### src/verilog/jog_motion_regs.svh
`ifndef JOG_MOTION_REGS_SVH
`define JOG_MOTION_REGS_SVH

// register offsets on the setup port
`define ADDR_INTERLOCK_SETUP  4'h0
`define ADDR_FEED_SETUP       4'h1
`define ADDR_INPOS_WIDTH      4'h2
`define ADDR_MACHINE_SETUP    4'h3
`define ADDR_DIAG_STATUS      4'h4
`define ADDR_MOVE_STATUS      4'h5

// interlock setup word fields
`define GLOBAL_LOCK_DISABLE_BIT 0
`define AXIS_LOCK_DISABLE_BIT   2
`define DIR_LOCK_DISABLE_BIT    3

// manual feed setup word fields
`define PER_REV_FEED_SEL_BIT 3

// machine setup word fields
`define INDEX_AXIS_MSB        1
`define INDEX_AXIS_LSB        0
`define INDEX_AXIS_ENABLE_BIT 2
`define TURNING_VARIANT_BIT   3

// reset values
`define RESET_INTERLOCK_SETUP 16'h0000
`define RESET_FEED_SETUP      16'h0000
`define RESET_INPOS_WIDTH     16'h0014
`define RESET_MACHINE_SETUP   16'h0000

// mode select codes, bit 2 down to bit 0
`define MODE_JOG    3'h5
`define MODE_HANDLE 3'h4

// active-low rate word patterns and the decoded full-scale value
`define RATE_ALL_ONES   16'hffff
`define RATE_ALL_ZEROS  16'h0000
`define RATE_FULL_SCALE 16'h2710

// turning-variant direction lock byte positions
`define TURN_POS_LOCK1 2
`define TURN_NEG_LOCK1 3
`define TURN_POS_LOCK2 4
`define TURN_NEG_LOCK2 5

// servo amplifier indicator when activated
`define SERVO_READY_CODE 4'h0

// diagnostic status word bits
`define DIAG_INPOS_BIT     0
`define DIAG_INTERLOCK_BIT 1
`define DIAG_RATE_ZERO_BIT 2
`define DIAG_RESET_BIT     3
`define DIAG_SERVO_BIT     4
`define DIAG_JOG_MODE_BIT  5
`define DIAG_SPINDLE_BIT   6

`endif

### src/verilog/jog_motion_pkg.sv
package jog_motion_pkg;

	// motion sequencer states
	typedef enum {IDLE, RUNNING, SETTLING} motion_state_t;

	typedef logic [15:0] word_t;
	typedef logic [11:0] request_vec_t;
	typedef logic [3:0]  move_index_t;

endpackage

### src/verilog/jog_qual_if.sv
`timescale 1ns/1ns
interface jog_qual_if;

	jog_motion_pkg::request_vec_t request;   // all twelve direction requests
	jog_motion_pkg::request_vec_t rise;      // rising edges of the requests
	jog_motion_pkg::word_t        rateRawN;  // active-low rate word
	jog_motion_pkg::word_t        rateScale; // 0.01 % steps
	logic                         rateZero;  // rate reads as 0 %

	modport edge_src (input request, output rise);
	modport rate_src (input rateRawN, output rateScale, output rateZero);
	modport core (output request, input rise, output rateRawN, input rateScale,
		input rateZero);

endinterface

### src/verilog/jog_request_edges.sv
`timescale 1ns/1ns
module jog_request_edges (
	// clock and reset
	input wire logic   clk,
	input wire logic   resetn,
	// request edges
	jog_qual_if.edge_src qual
);

	jog_motion_pkg::request_vec_t previous;

	// previous request levels, set after reset so held requests need a new press
	always_ff @(posedge clk) begin
		if (!resetn) previous <= 12'hfff;
		else previous <= qual.request;
	end

	assign qual.rise = qual.request & ~previous;

endmodule // jog_request_edges

### src/verilog/jog_rate_decoder.sv
`timescale 1ns/1ns
`include "jog_motion_regs.svh"
module jog_rate_decoder (
	// clock and reset
	input wire logic   clk,
	input wire logic   resetn,
	// rate word
	jog_qual_if.rate_src qual
);

	logic rawZero;

	assign rawZero = (qual.rateRawN == `RATE_ALL_ONES) || (qual.rateRawN == `RATE_ALL_ZEROS);

	// inverted word in 0.01 percent steps
	always_ff @(posedge clk) begin
		if (!resetn) begin
			qual.rateZero  <= 1'b1;
			qual.rateScale <= 16'h0000;
		end else begin
			qual.rateZero  <= rawZero;
			qual.rateScale <= rawZero ? 16'h0000 : ~qual.rateRawN;
		end
	end

endmodule // jog_rate_decoder

### src/verilog/jog_motion_qualifier.sv
// Chosen here: the placing of the registers and the plain strobed port.
`timescale 1ns/1ns
`include "jog_motion_regs.svh"
// Summary of operation
// - jog mode is selected only when mode bits 2,1,0 read 1,0,1
// - axes one to four take positive and negative request bits 0 to 3
// - a move starts only on a rising request edge, never on a held one
// - line and arc request pairs move two axes along a predefined path
// - one-bit diagnostic flags show each blocking condition except the index-table axis refusal while it holds
// - in-position wait holds while position error exceeds the in-position width
// - interlock setup bit 0 clear honours the global active-low lock
// - interlock setup bit 2 clear honours the per-axis active-low locks
// - interlock setup bit 3 clear honours the per-direction locks
// - global lock at 0 inhibits all motion
// - per-axis lock bits 0 to 3 at 0 inhibit that axis
// - per-direction locks are active high; milling two 4-bit inputs, turning one byte
// - turning per-direction locks apply in manual operation only
// - rate word all ones or all zeros means 0 percent, no jog
// - rate scales in 0.01 percent steps from the inverted word
// - controller reset refuses jog and raises the reset flag
// - feed setup bit 3 selects per-revolution feed, no motion with spindle stopped
// - the index-table axis refuses its own axis jog requests; line and arc moves ignore the index-table setting
// - servo indicator other than 0 blocks jog
module jog_motion_qualifier (
	// clock and reset
	input  wire logic        clk,
	input  wire logic        resetn,
	// setup port
	input  wire logic [3:0]  regAddr,
	input  wire logic [15:0] regWriteData,
	input  wire logic        regWrite,
	input  wire logic        regRead,
	output logic      [15:0] regReadData,
	// mode and direction requests
	input  wire logic        mode_sel_b2,
	input  wire logic        mode_sel_b1,
	input  wire logic        mode_sel_b0,
	input  wire logic [3:0]  axis_pos_request,
	input  wire logic [3:0]  axis_neg_request,
	input  wire logic        line_pos_request,
	input  wire logic        line_neg_request,
	input  wire logic        arc_pos_request,
	input  wire logic        arc_neg_request,
	// interlocks
	input  wire logic        global_motion_lock_n,
	input  wire logic [3:0]  axis_motion_lock_n,
	input  wire logic [3:0]  axisDirPosLock,
	input  wire logic [3:0]  axisDirNegLock,
	input  wire logic [7:0]  turnDirLockPins,
	// rate, reset and machine state
	input  wire logic [15:0] manual_rate_scale_n,
	input  wire logic        controllerReset,
	input  wire logic [3:0]  servoIndicatorPins,
	input  wire logic        spindleTurning,
	input  wire logic [15:0] positionError,
	// motion command
	output logic             jogStart,
	output logic             jogActive,
	output logic      [3:0]  jogSelect,
	output logic      [15:0] feedScale,
	output logic             perRevFeed,
	// diagnostic flags
	output logic             inPositionWait,
	output logic             interlockActive,
	output logic             rateZero,
	output logic             resetWait,
	output logic             servoNotReady
);

	////////////////////////////////////////////////////////////////////////////////////////
	// setup registers and pin synchronisers

	jog_qual_if qual ();

	jog_motion_pkg::word_t         interlockSetup;
	jog_motion_pkg::word_t         feedSetup;
	jog_motion_pkg::word_t         inPosWidth;
	jog_motion_pkg::word_t         machineSetup;
	jog_motion_pkg::motion_state_t state;
	jog_motion_pkg::motion_state_t next_state;
	logic [7:0]                    moveCount;
	logic [7:0]                    turnLockMeta;
	logic [7:0]                    turnLockSync;
	logic [3:0]                    servoMeta;
	logic [3:0]                    servoSync;

	// register writes
	always_ff @(posedge clk) begin
		if (!resetn) begin
			interlockSetup <= `RESET_INTERLOCK_SETUP;
			feedSetup      <= `RESET_FEED_SETUP;
			inPosWidth     <= `RESET_INPOS_WIDTH;
			machineSetup   <= `RESET_MACHINE_SETUP;
		end else if (regWrite) begin
			if (regAddr == `ADDR_INTERLOCK_SETUP) interlockSetup <= regWriteData;
			if (regAddr == `ADDR_FEED_SETUP) feedSetup <= regWriteData;
			if (regAddr == `ADDR_INPOS_WIDTH) inPosWidth <= regWriteData;
			if (regAddr == `ADDR_MACHINE_SETUP) machineSetup <= regWriteData;
		end
	end

	// two-stage synchronisers for the turning lock byte and servo indicator pins
	always_ff @(posedge clk) begin
		if (!resetn) begin
			turnLockMeta <= 8'h00;
			turnLockSync <= 8'h00;
			servoMeta    <= 4'hf;
			servoSync    <= 4'hf;
		end else begin
			turnLockMeta <= turnDirLockPins;
			turnLockSync <= turnLockMeta;
			servoMeta    <= servoIndicatorPins;
			servoSync    <= servoMeta;
		end
	end

	////////////////////////////////////////////////////////////////////////////////////////
	// request edges and rate decoding

	jog_request_edges edges (
		.clk    (clk),
		.resetn (resetn),
		.qual   (qual.edge_src)
	);

	jog_rate_decoder rate (
		.clk    (clk),
		.resetn (resetn),
		.qual   (qual.rate_src)
	);

	// axis requests; line and arc pairs
	assign qual.request = {arc_neg_request, arc_pos_request, line_neg_request,
		line_pos_request, axis_neg_request, axis_pos_request};
	assign qual.rateRawN = manual_rate_scale_n;

	////////////////////////////////////////////////////////////////////////////////////////
	// qualification

	logic [2:0] modeCode;
	logic       jogMode;
	logic       manualMode;
	logic       turning;
	logic       globalLock;
	logic [3:0] axisLock;
	logic [3:0] dirPosLock;
	logic [3:0] dirNegLock;
	logic [3:0] turnPos;
	logic [3:0] turnNeg;
	logic [3:0] indexMask;
	logic       pathLock;
	logic [11:0] blockVec;
	logic       servoReady;
	logic       spindleHold;
	logic       commonOk;
	logic       inPosNow;
	logic       anyLock;
	logic [11:0] candidates;
	logic       pickValid;
	logic [3:0] pickIndex;
	logic       keepRunning;

	// lowest numbered candidate wins
	function automatic logic [4:0] pick_first(input logic [11:0] vec);
		logic [4:0] found;
		found = 5'h00;
		for (int i = 11; i >= 0; i--) begin
			if (vec[i]) found = {1'b1, 4'(i)};
		end
		return found;
	endfunction

	// move index decoded back to its request bit
	function automatic logic bit_at(input logic [11:0] vec, input logic [3:0] idx);
		return (idx < 4'hc) ? vec[idx] : 1'b0;
	endfunction

	assign modeCode   = {mode_sel_b2, mode_sel_b1, mode_sel_b0};
	assign jogMode    = (modeCode == `MODE_JOG);
	assign manualMode = jogMode || (modeCode == `MODE_HANDLE);
	assign turning    = machineSetup[`TURNING_VARIANT_BIT];

	assign globalLock = !interlockSetup[`GLOBAL_LOCK_DISABLE_BIT] && !global_motion_lock_n;

	assign axisLock = interlockSetup[`AXIS_LOCK_DISABLE_BIT] ? 4'h0 : ~axis_motion_lock_n;

	assign turnPos = manualMode ?
		{2'b00, turnLockSync[`TURN_POS_LOCK2], turnLockSync[`TURN_POS_LOCK1]} : 4'h0;
	assign turnNeg = manualMode ?
		{2'b00, turnLockSync[`TURN_NEG_LOCK2], turnLockSync[`TURN_NEG_LOCK1]} : 4'h0;

	assign dirPosLock = interlockSetup[`DIR_LOCK_DISABLE_BIT] ? 4'h0 :
		(turning ? turnPos : axisDirPosLock);
	assign dirNegLock = interlockSetup[`DIR_LOCK_DISABLE_BIT] ? 4'h0 :
		(turning ? turnNeg : axisDirNegLock);

	assign indexMask = machineSetup[`INDEX_AXIS_ENABLE_BIT] ?
		4'(4'h1 << machineSetup[`INDEX_AXIS_MSB:`INDEX_AXIS_LSB]) : 4'h0;

	// path moves run on the first two axes
	assign pathLock = axisLock[0] || axisLock[1];
	assign blockVec = {{4{pathLock}}, axisLock | dirNegLock | indexMask,
		axisLock | dirPosLock | indexMask};

	assign servoReady = (servoSync == `SERVO_READY_CODE);

	// per-revolution feed needs a turning spindle
	assign spindleHold = feedSetup[`PER_REV_FEED_SEL_BIT] && !spindleTurning;

	assign inPosNow = (positionError > inPosWidth);

	assign commonOk = jogMode && !globalLock && !qual.rateZero && !controllerReset &&
		servoReady && !spindleHold;

	assign anyLock = globalLock || (|axisLock) || (|dirPosLock) || (|dirNegLock);

	// only fresh edges of unblocked requests
	assign candidates = qual.rise & ~blockVec;
	assign {pickValid, pickIndex} = pick_first(candidates);

	// a running move continues while its request stays and nothing blocks it
	assign keepRunning = commonOk && bit_at(qual.request, jogSelect) &&
		!bit_at(blockVec, jogSelect);

	////////////////////////////////////////////////////////////////////////////////////////
	// motion sequencer

	// next state
	always_comb begin
		next_state = state;
		unique case (state)
			jog_motion_pkg::IDLE: begin
				if (commonOk && pickValid) next_state = jog_motion_pkg::RUNNING;
			end
			jog_motion_pkg::RUNNING: begin
				if (!keepRunning) next_state = jog_motion_pkg::SETTLING;
			end
			jog_motion_pkg::SETTLING: begin
				if (!inPosNow) next_state = jog_motion_pkg::IDLE;
			end
		endcase
	end

	// state register
	always_ff @(posedge clk) begin
		if (!resetn) state <= jog_motion_pkg::IDLE;
		else state <= next_state;
	end

	always_ff @(posedge clk) begin
		if (!resetn) begin
			jogStart  <= 1'b0;
			jogActive <= 1'b0;
			jogSelect <= 4'h0;
			moveCount <= 8'h00;
		end else begin
			jogStart  <= (state == jog_motion_pkg::IDLE) && commonOk && pickValid;
			jogActive <= (next_state == jog_motion_pkg::RUNNING);
			if ((state == jog_motion_pkg::IDLE) && commonOk && pickValid) begin
				jogSelect <= pickIndex;
				moveCount <= moveCount + 8'h01;
			end
		end
	end

	// feed scale and feed type
	always_ff @(posedge clk) begin
		if (!resetn) begin
			feedScale  <= 16'h0000;
			perRevFeed <= 1'b0;
		end else begin
			feedScale  <= qual.rateScale;
			perRevFeed <= feedSetup[`PER_REV_FEED_SEL_BIT];
		end
	end

	////////////////////////////////////////////////////////////////////////////////////////
	// diagnostic flags

	always_ff @(posedge clk) begin
		if (!resetn) begin
			inPositionWait  <= 1'b0;
			interlockActive <= 1'b0;
			rateZero        <= 1'b1;
			resetWait       <= 1'b1;
			servoNotReady   <= 1'b1;
		end else begin
			inPositionWait  <= inPosNow;
			interlockActive <= anyLock;
			rateZero        <= qual.rateZero;
			resetWait       <= controllerReset;
			servoNotReady   <= !servoReady;
		end
	end

	////////////////////////////////////////////////////////////////////////////////////////
	// register reads

	jog_motion_pkg::word_t diagWord;
	jog_motion_pkg::word_t moveWord;
	jog_motion_pkg::word_t readValue;

	// live diagnostic word
	always_comb begin
		diagWord                       = 16'h0000;
		diagWord[`DIAG_INPOS_BIT]      = inPositionWait;
		diagWord[`DIAG_INTERLOCK_BIT]  = interlockActive;
		diagWord[`DIAG_RATE_ZERO_BIT]  = rateZero;
		diagWord[`DIAG_RESET_BIT]      = resetWait;
		diagWord[`DIAG_SERVO_BIT]      = servoNotReady;
		diagWord[`DIAG_JOG_MODE_BIT]   = jogMode;
		diagWord[`DIAG_SPINDLE_BIT]    = spindleHold;
	end

	// move word: count, running flag, selected move
	assign moveWord = {moveCount, 3'b000, jogActive, jogSelect};

	// read decode, unmapped addresses read zero
	assign readValue =
		(regAddr == `ADDR_INTERLOCK_SETUP) ? interlockSetup :
		(regAddr == `ADDR_FEED_SETUP)      ? feedSetup :
		(regAddr == `ADDR_INPOS_WIDTH)     ? inPosWidth :
		(regAddr == `ADDR_MACHINE_SETUP)   ? machineSetup :
		(regAddr == `ADDR_DIAG_STATUS)     ? diagWord :
		(regAddr == `ADDR_MOVE_STATUS)     ? moveWord : 16'h0000;

	// read data stand only in the cycle after the strobe
	always_ff @(posedge clk) begin
		if (!resetn) regReadData <= 16'h0000;
		else regReadData <= regRead ? readValue : 16'h0000;
	end

endmodule // jog_motion_qualifier

### config.mk
export PLATFORM = sky130hd
export DESIGN_NAME = jog_motion_qualifier
export DESIGN_NICKNAME = d
export VERILOG_FILES = /design/src/verilog/jog_motion_pkg.sv /design/src/verilog/jog_qual_if.sv /design/src/verilog/jog_request_edges.sv /design/src/verilog/jog_rate_decoder.sv /design/src/verilog/jog_motion_qualifier.sv
export VERILOG_INCLUDE_DIRS = /design/src /design/src/verilog
export SDC_FILE = /design/constraint.sdc
export NUM_CORES = 1
export LEC_CHECK = 0
export BUFFER_PORTS_ARGS = -buffer_cell sky130_fd_sc_hd__buf_2
export CAP_MARGIN = 10
export CORE_MARGIN = 10
export CORE_UTILIZATION = 40
export CTS_CLUSTER_SIZE = 16
export DETAILED_ROUTE_END_ITERATION = 8
export GPL_ROUTABILITY_DRIVEN = 0
export PLACE_DENSITY = 0.69
export SYNTH_ARGS = -nofsm -noshare
export SYNTH_HDL_FRONTEND = slang
export SYNTH_HIERARCHICAL = 1
export SYNTH_SLANG_ARGS = --single-unit
### constraint.sdc
create_clock -name clk -period 3 [get_ports clk]
set_input_delay 0.9 -clock clk [delete_from_list [all_inputs] [get_ports clk]]
set_output_delay 0.9 -clock clk [all_outputs]
set_load 0.03 [all_outputs]
==> results.yml, run 1 <==
outcome:
  status: "finished clean"
timing:
  setup_viol_count_final: 0
  holdWs_ps: 411
  finalSetupTns_ps: 0
  worst_pin_slew_ps: 719
  worst_slack_ps: 458
  skew_ps: 19.3
  final_max_slew_viol_count: 0
  fmax_mhz: 393
  period_needed_ps: 2540
  rsz0062_at_grt: "no"
  period_share: 0.847
  slew_headroom: 0.519
  hold_viol_final: 0
cells_and_area:
  syn2layout_area_growth_pct: 22.2
  fillers: 1887
  fin_util: 0.501
  drive_gt1_frac: 0.240
  post-route-cell-area_mm2: 0.00981
  nets: 1168
  finalNonFillerCells: 1334
synth:
  ys_seq_area_frac: 0.482
  synth_seq_cells: 193
  syn_area_mm2: 0.00802
  ys_top_cells_by_count: "193 x dfxtp_1, 150 x nand2_1, 91 x a21oi_1, 67 x and2_1, 40 x nor2_1"
  synth.net_count: 1016
  syn_inst: 901
  synthFlopType: "dfxtp_1"
  synth_cell_types: 65
  yosysMostFrequentCell: "dfxtp_1"
  synth_area_leaders: "dfxtp_1 48%, nand2_1 7.0%, a21oi_1 5.7%, and2_1 5.2%, ha_1 2.7%"
  synth_edf_count: 0
  yosysWarningCount: 6
  synth.avg_cell_area_um2: 8.91
  async_flop_share: 0
  synth_top_area_frac: 0.482
  yosysTopAreaCell: "dfxtp_1"
clock_tree:
  clock_latency_ps: 440
  cts_buffer_depth: 2
  ctsResizeCount: 0
  numCtsBuffers: 17
  path_clk_slew_ps: 80
  htreeDepth: 4
  cts_hold_buf: 0
  cts_tree: "done"
  post-cts-setup-buffers: 0
  root_buffer: "clkbuf_16"
  cts.sinks: 193
routing:
  drt-wirelength-per-cell_um: 16.5
  drt_wl_total_um: 22100
  first_pass_iters: 6
  via_per_inst: 5.15
  drtIter0Drc: 610
  drc: 0
  ant_nets: 0
  route.vias.total: 6869
setup_path:
  cp_slowest_cell: "ha_1"
  path_max_fanout: 29
  arrival_ps: 2910
  crit_path_max_incr_delay_ps: 300
  critical_path_buf_inv_count: 3
  start_kind: "input pin"
  cp-end-kind: "flip-flop"
  critical_path_required_ps: 3370
  worstSetupPathType: "input pin to flip-flop"
  cp_top_family: "simple AND/OR/NAND/NOR gates"
  critical_path.cell_chain: "buf_2 -> ha_1 -> nand4_1 -> or2_1 -> nor2_1 -> o21a_1 -> o31ai_1 -> buf_4 -> a311oi_2 -> buf_12 -> and2_1"
grt:
  grt_use_total: 0.167
  grt_pass1_vias: 6745
  grt_pass1_wl_um: 35200
  grt_max_degree: 43
  antenna_found_initial: 4
  grt_overflow: 0
floorplan:
  ios: 142
  die-area_mm2: 0.0261
  start_util: 0.410
  core-area_mm2: 0.0196
  die_h_um: 162
  rows: 51
  die_x_um: 162
placed_design:
  hpwl_um: 16800
  port_buffers: 137
  postPlaceCellArea_mm2: 0.00919
  pre_cts_slack_ps: 8.27
  dp_cells: 1299
pwr:
  max-vdd-ir-drop_mv: 0.417
  p_per_area_mw_per_mm2: 541
  report.power.total_mw: 5.30
  leakagePower_nw: 3.92
worst_hold_path:
  hold_path_class: "flip-flop to flip-flop"
run:
  drv_cap: 0
## flip-flops by register name, indices dropped and copies added (netlist names), 4 cells and up
register,flops
turnLockSync,4
jogSelect,4
regReadData,16
moveCount,8
turnLockMeta,4
rate/qual.rateScale,16
interlockSetup,16
state,32
servoMeta,4
machineSetup,16
servoSync,4
feedScale,16
inPosWidth,16
feedSetup,16
edges/previous,12
## cell families after synthesis
family | synth area share
adders and majority gates | 0.0265
xor gates and xnor gates | 0.00218
buffers and inverters | 0.0409
and+or+nand+nor | 0.273
muxes | 0.0335
AOI/OAI and AO/OA | 0.143
DFF | 0.482
## layout make-up
type,instances,area (um^2),share of cell area
Antenna cell,3,7.51,0.000766
Clock buffer,18,439,0.0448
Tap cell,265,332,0.0338
Multi-Input combinational cell,629,3850,0.393
Clock inverter,14,165,0.0168
Timing Repair Buffer,182,1040,0.106
Sequential cell,193,3860,0.394
Inverter,30,113,0.0115
## routing by layer
| layer | wire length (um) | track usage | up-vias | part of all wire |
|---|---|---|---|---|
| li1 | - | - | 3418 | - |
| met1 | 9420 | 0.205 | 3175 | 0.43 |
| met2 | 10500 | 0.273 | 245 | 0.47 |
| met3 | 1780 | 0.0496 | 29 | 0.081 |
| met4 | 375 | 0.0579 | 2 | 0.017 |
| met5 | 18 | 0 | - | 0.00082 |
## report_power, final
part | total, mW | internal [mW] | switching, mW
logic | 0.419 | 0.175 | 0.244
clock network | 2.24 | 1.14 | 1.10
registers | 2.64 | 2.62 | 0.0230
## final timing paths
check | from | endpoint | slack (ps) | depth (start not counted)
hold / removal | servoMeta[3] | servoSync[3] | 410 | 1
setup reg to reg | machineSetup[3] | state[1] | 570 | 9
hold reg to reg | servoMeta[3] | servoSync[3] | 410 | 1
setup / recovery | positionError[14] | state[2] | 460 | 11
## worst register-to-register path: cells and delay by family, from the launching register on
family	cells	cell delay, ps
and+or+nand+nor	4	730
AOI/OAI and AO/OA	3	650
DFF	1	630
buffers and inverters	2	340
## cells in the final DEF, fill, tap and decap left out, drive strengths merged, types with 8 or more instances in the layout
cell type,count
a21oi,91
mux2,9
o21ai,13
nor2b,17
o221ai,11
nor4,17
nor3,28
clkbuf,18
nand2b,30
nand4,21
mux2i,10
a21o,8
inv,36
and2,67
nand2,150
buf,182
ha,17
dfxtp,193
nor2,40
No activity file was read; power rests on OpenSTA's default activity.
==> run 2: changes to the inputs <==
Settings changed: PLACE_DENSITY 0.69 to 0.72.
Clock period 3 ns to 2.15 ns, I/O delays scaled along.
==> results.yml, run 2 (synthesized netlist as in run 1, its figures left out) <==
setup_path:
  cp-end-kind: "flip-flop"
  crit_path_start: "machineSetup[1]"
  cpMostUsedCell: "buf_6"
  start_kind: "flip-flop"
  worstSetupPathType: "flip-flop to flip-flop"
  crit_path_max_incr_delay_ps: 390
  cp_slowest_cell: "nor4_4"
  critical_path.cell_chain: "buf_6 -> nand3b_1 -> o211ai_1 -> o32ai_4 -> nor4_4 -> a2111oi_2 -> a311oi_2 -> buf_4 -> buf_6 -> and2_1"
  critical_path_required_ps: 2520
  crit-reg2reg-capture: "state[26]"
  reg2reg_from: "machineSetup[1]"
  path_max_fanout: 7
  rrSetupSlack_ps: -180
  arrival_ps: 2710
  reg2reg_depth: 10
routing:
  first_pass_iters: 5
  drtIter0Drc: 511
  ant_nets: 0
  drt-wirelength-per-cell_um: 16.5
  drc: 0
  via_per_inst: 5.18
  route.vias.total: 7269
  drt_wl_total_um: 23200
worst_hold_path:
  hold_depth: 2
  hold_path_end: "servoMeta[2]"
  hold_path_class: "input pin to flip-flop"
  min_from: "servoIndicatorPins[2]"
cells_and_area:
  drive_gt1_frac: 0.340
  fillers: 1757
  syn2layout_area_growth_pct: 33.4
  largest_reg_flops: 32
  regArea_mm2: 0.00388
  finalNonFillerCells: 1404
  post-route-cell-area_mm2: 0.0107
  fin_util: 0.546
  regMostFlops: "state"
  multi_input_comb_area_mm2: 0.00412
  nets: 1236
  final_cell_mix: "180 x dfxtp_1, 149 x nand2_1, 137 x buf_2"
  final_common_cell: "dfxtp_1"
timing:
  slew_headroom: 0.721
  worst_pin_slew_ps: 413
  hold_viol_final: 0
  fmax_mhz: 428
  period_share: 1.09
  finalSetupTns_ps: -5240
  period_needed_ps: 2330
  holdWs_ps: 377
  rsz0062_at_grt: "yes"
  worst_slack_ps: -185
  final_max_slew_viol_count: 0
  skew_ps: 12.6
  setup_viol_count_final: 41
floorplan:
  ios: 142
  die-area_mm2: 0.0261
  die_h_um: 162
  rows: 51
  core-area_mm2: 0.0196
  start_util: 0.410
  die_x_um: 162
clock_tree:
  path_clk_slew_ps: 70
  cts_tree: "done"
  clock_latency_ps: 440
  cts_buffer_depth: 2
  numCtsBuffers: 17
  root_buffer: "clkbuf_16"
  htreeDepth: 4
  cts.sinks: 193
outcome:
  violations: "negative setup slack"
  status: "finished with violations"
grt:
  grt_max_degree: 75
  grt_use_total: 0.173
  grt_overflow: 0
  grt_pass1_wl_um: 36300
  grt_pass1_vias: 7186
  antenna_found_initial: 9
placed_design:
  hpwl_um: 16700
  port_buffers: 137
  pre_cts_slack_ps: -555
  postPlaceCellArea_mm2: 0.00971
  dp_cells: 1351
pwr:
  swShare: 0.254
  seq_power_share: 0.484
  power.internal_mw: 5.66
  max-vdd-ir-drop_mv: 0.566
  p_comb_frac: 0.092
  leakagePower_nw: 4.34
  p_per_area_mw_per_mm2: 709
  clock_power_share: 0.424
  report.power.total_mw: 7.59
  switchingPower_mw: 1.93
run:
  drv_cap: 0
run 2: cell type report:
class / count / area share
diodes: 5 / 0.00117
clock buffers: 18 / 0.0410
clock inverters: 14 / 0.0155
inverters: 30 / 0.0105
multi-input cells: 629 / 0.385
flip-flops and latches: 193 / 0.363
well taps: 265 / 0.0310
repair buffers: 250 / 0.153
run 2: worst max path at each step:
stage / to / slack (ps) / cells after the start
2_1_floorplan: state[21] / -220 / 10
3_3_place_gp: state[28] / -500 / 10
3_5_place_dp: state[31] / -560 / 10
4_1_cts: state[30] / -90 / 11
5_1_grt: state[26] / -280 / 10
6_report: state[26] / -180 / 10
run 2: critical path, delay by kind of cell (launching register included):
family          cells  cell delay, ps
compound gates      4             760
buf+inv             3             430
flops               1             330
simple gates        3             740
run 2: what timing repair did:
action                                 in CTS  in global routing
setup buffers                               3                 10
gates cloned                                3                  0
setup endpoints to repair                  37                 45
resized for setup                          35                 37
endpoints found under the hold margin       0                  0
pin swaps                                  16                 15
hold buffers                                0                  0
run 2: power groups by stage:
stage	combinational (mW)	clock, mW	sequential (mW)
after floorplan	0.290	0	3.80
after global placement	0.634	0	3.76
after detailed placement	0.644	0	3.76
after CTS	0.666	3.27	3.68
after global routing	0.762	3.42	3.68
final	0.697	3.22	3.68
run 2: routing by layer:
layer | routed length (um) | share of wire | track usage | vias up
li1 | - | - | - | 3576
met3 | 2070 | 0.089 | 0.0651 | 62
met1 | 9440 | 0.41 | 0.197 | 3356
met2 | 11000 | 0.47 | 0.286 | 271
met5 | 34 | 0.0015 | 0 | -
met4 | 667 | 0.029 | 0.0678 | 4
==> run 3: changes to the inputs <==
Settings changed: SKIP_CTS_REPAIR_TIMING from default to 1.
==> results.yml, run 3 (synthesized netlist as in run 1, its figures left out) <==
routing:
  route.vias.total: 7188
  first_pass_iters: 5
  drtIter0Drc: 456
  drt-wirelength-per-cell_um: 16.5
  ant_nets: 0
  drt_wl_total_um: 23100
  drc: 0
  via_per_inst: 5.12
timing:
  rsz0062_at_grt: "yes"
  finalSetupTns_ps: -6510
  worst_pin_slew_ps: 426
  slew_headroom: 0.713
  period_needed_ps: 2370
  setup_viol_count_final: 42
  fmax_mhz: 422
  period_share: 1.10
  hold_viol_final: 0
  skew_ps: 11.5
  worst_slack_ps: -218
  final_max_slew_viol_count: 0
floorplan:
  die-area_mm2: 0.0261
  ios: 142
  rows: 51
  core-area_mm2: 0.0196
  start_util: 0.410
  die_h_um: 162
  die_x_um: 162
setup_path:
  arrival_ps: 2740
  rrSetupSlack_ps: -220
  start_kind: "flip-flop"
  crit-reg2reg-capture: "state[12]"
  reg2reg_from: "inPosWidth[13]"
  reg2reg_depth: 10
  worstSetupPathType: "flip-flop to flip-flop"
  crit_path_start: "inPosWidth[13]"
  cp-end-kind: "flip-flop"
  path_max_fanout: 15
  endpoint: "state[12]"
  critical_path_required_ps: 2530
clock_tree:
  root_buffer: "clkbuf_16"
  htreeDepth: 4
  clock_latency_ps: 440
  cts_buffer_depth: 2
  cts.sinks: 193
  cts_tree: "done"
  path_clk_slew_ps: 80
  numCtsBuffers: 17
placed_design:
  hpwl_um: 16700
  pre_cts_slack_ps: -555
  port_buffers: 137
cells_and_area:
  regArea_mm2: 0.00387
  regMostFlops: "state"
  drive_gt1_frac: 0.319
  largest_reg_flops: 32
  fin_util: 0.544
  syn2layout_area_growth_pct: 32.7
  nets: 1235
  final_common_cell: "dfxtp_1"
  final_cell_mix: "187 x dfxtp_1, 149 x nand2_1, 137 x buf_2"
  multi_input_comb_area_mm2: 0.00409
  fillers: 1763
outcome:
  violations: "negative setup slack"
  status: "finished with violations"
worst_hold_path:
  min_from: "servoIndicatorPins[2]"
  hold_path_class: "input pin to flip-flop"
grt:
  grt_pass1_vias: 7074
  antenna_found_initial: 9
  grt_overflow: 0
  grt_max_degree: 75
  grt_use_total: 0.170
  grt_pass1_wl_um: 35700
pwr:
  p_per_area_mw_per_mm2: 712
  max-vdd-ir-drop_mv: 0.573
  leakagePower_nw: 4.32
  report.power.total_mw: 7.58
run:
  drv_cap: 0
[run 3: how the worst min path moves through the flow]
stage	depth (start not counted)	end	slack, ps
6_report	2	servoMeta[2]	380
5_1_grt	2	servoMeta[2]	380
4_1_cts	2	rate/qual.rateScale[10]	360
3_5_place_dp	1	servoSync[0]	390
3_3_place_gp	1	servoSync[3]	390
2_1_floorplan	1	servoSync[0]	390
[run 3: layer usage]
metal / track usage / up-vias / share of wire
met3: 0.0648 / 46 / 0.081
li1: - / 3575 / -
met2: 0.278 / 208 / 0.48
met1: 0.195 / 3355 / 0.42
met5: 0 / - / 0.0012
met4: 0.0687 / 4 / 0.023
[run 3: area by class of cell]
cell class	count	area share
diodes	5	0.00117
clock buffers	18	0.0412
clock inverters	14	0.0156
inverters	30	0.0106
multi-input cells	629	0.384
flip-flops and latches	193	0.364
well taps	265	0.0311
repair buffers	249	0.152
[run 3: power by group]
group	internal, mW	leakage (nW)	total, mW	switching (mW)
Clock	1.70	0.297	3.22	1.52
Combinational	0.307	2.45	0.689	0.382
Sequential	3.65	1.58	3.68	0.0269
Total	5.65	4.32	7.58	1.93
[run 3: metrics by stage]
step | area, um^2 | cells | hold WS, ps
floorplan | 8090 | 901 | 386
global placement | 9710 | 1351 | 391
detailed placement | 9710 | 1351 | 391
CTS | 10300 | 1383 | 364
global route | 10600 | 1401 | 376
finish | 10700 | 1403 | 377
[run 3: worst max-delay path, stage by stage (launching register included)]
cell and delay [ps]:
dfxtp_2 330, inv_1 60, ha_4 270, nand4_1 160, or2_1 310, nor2_2 170, o21a_1 170, o31ai_2 80
a311oi_2 400, buf_6 200, and2_1 140
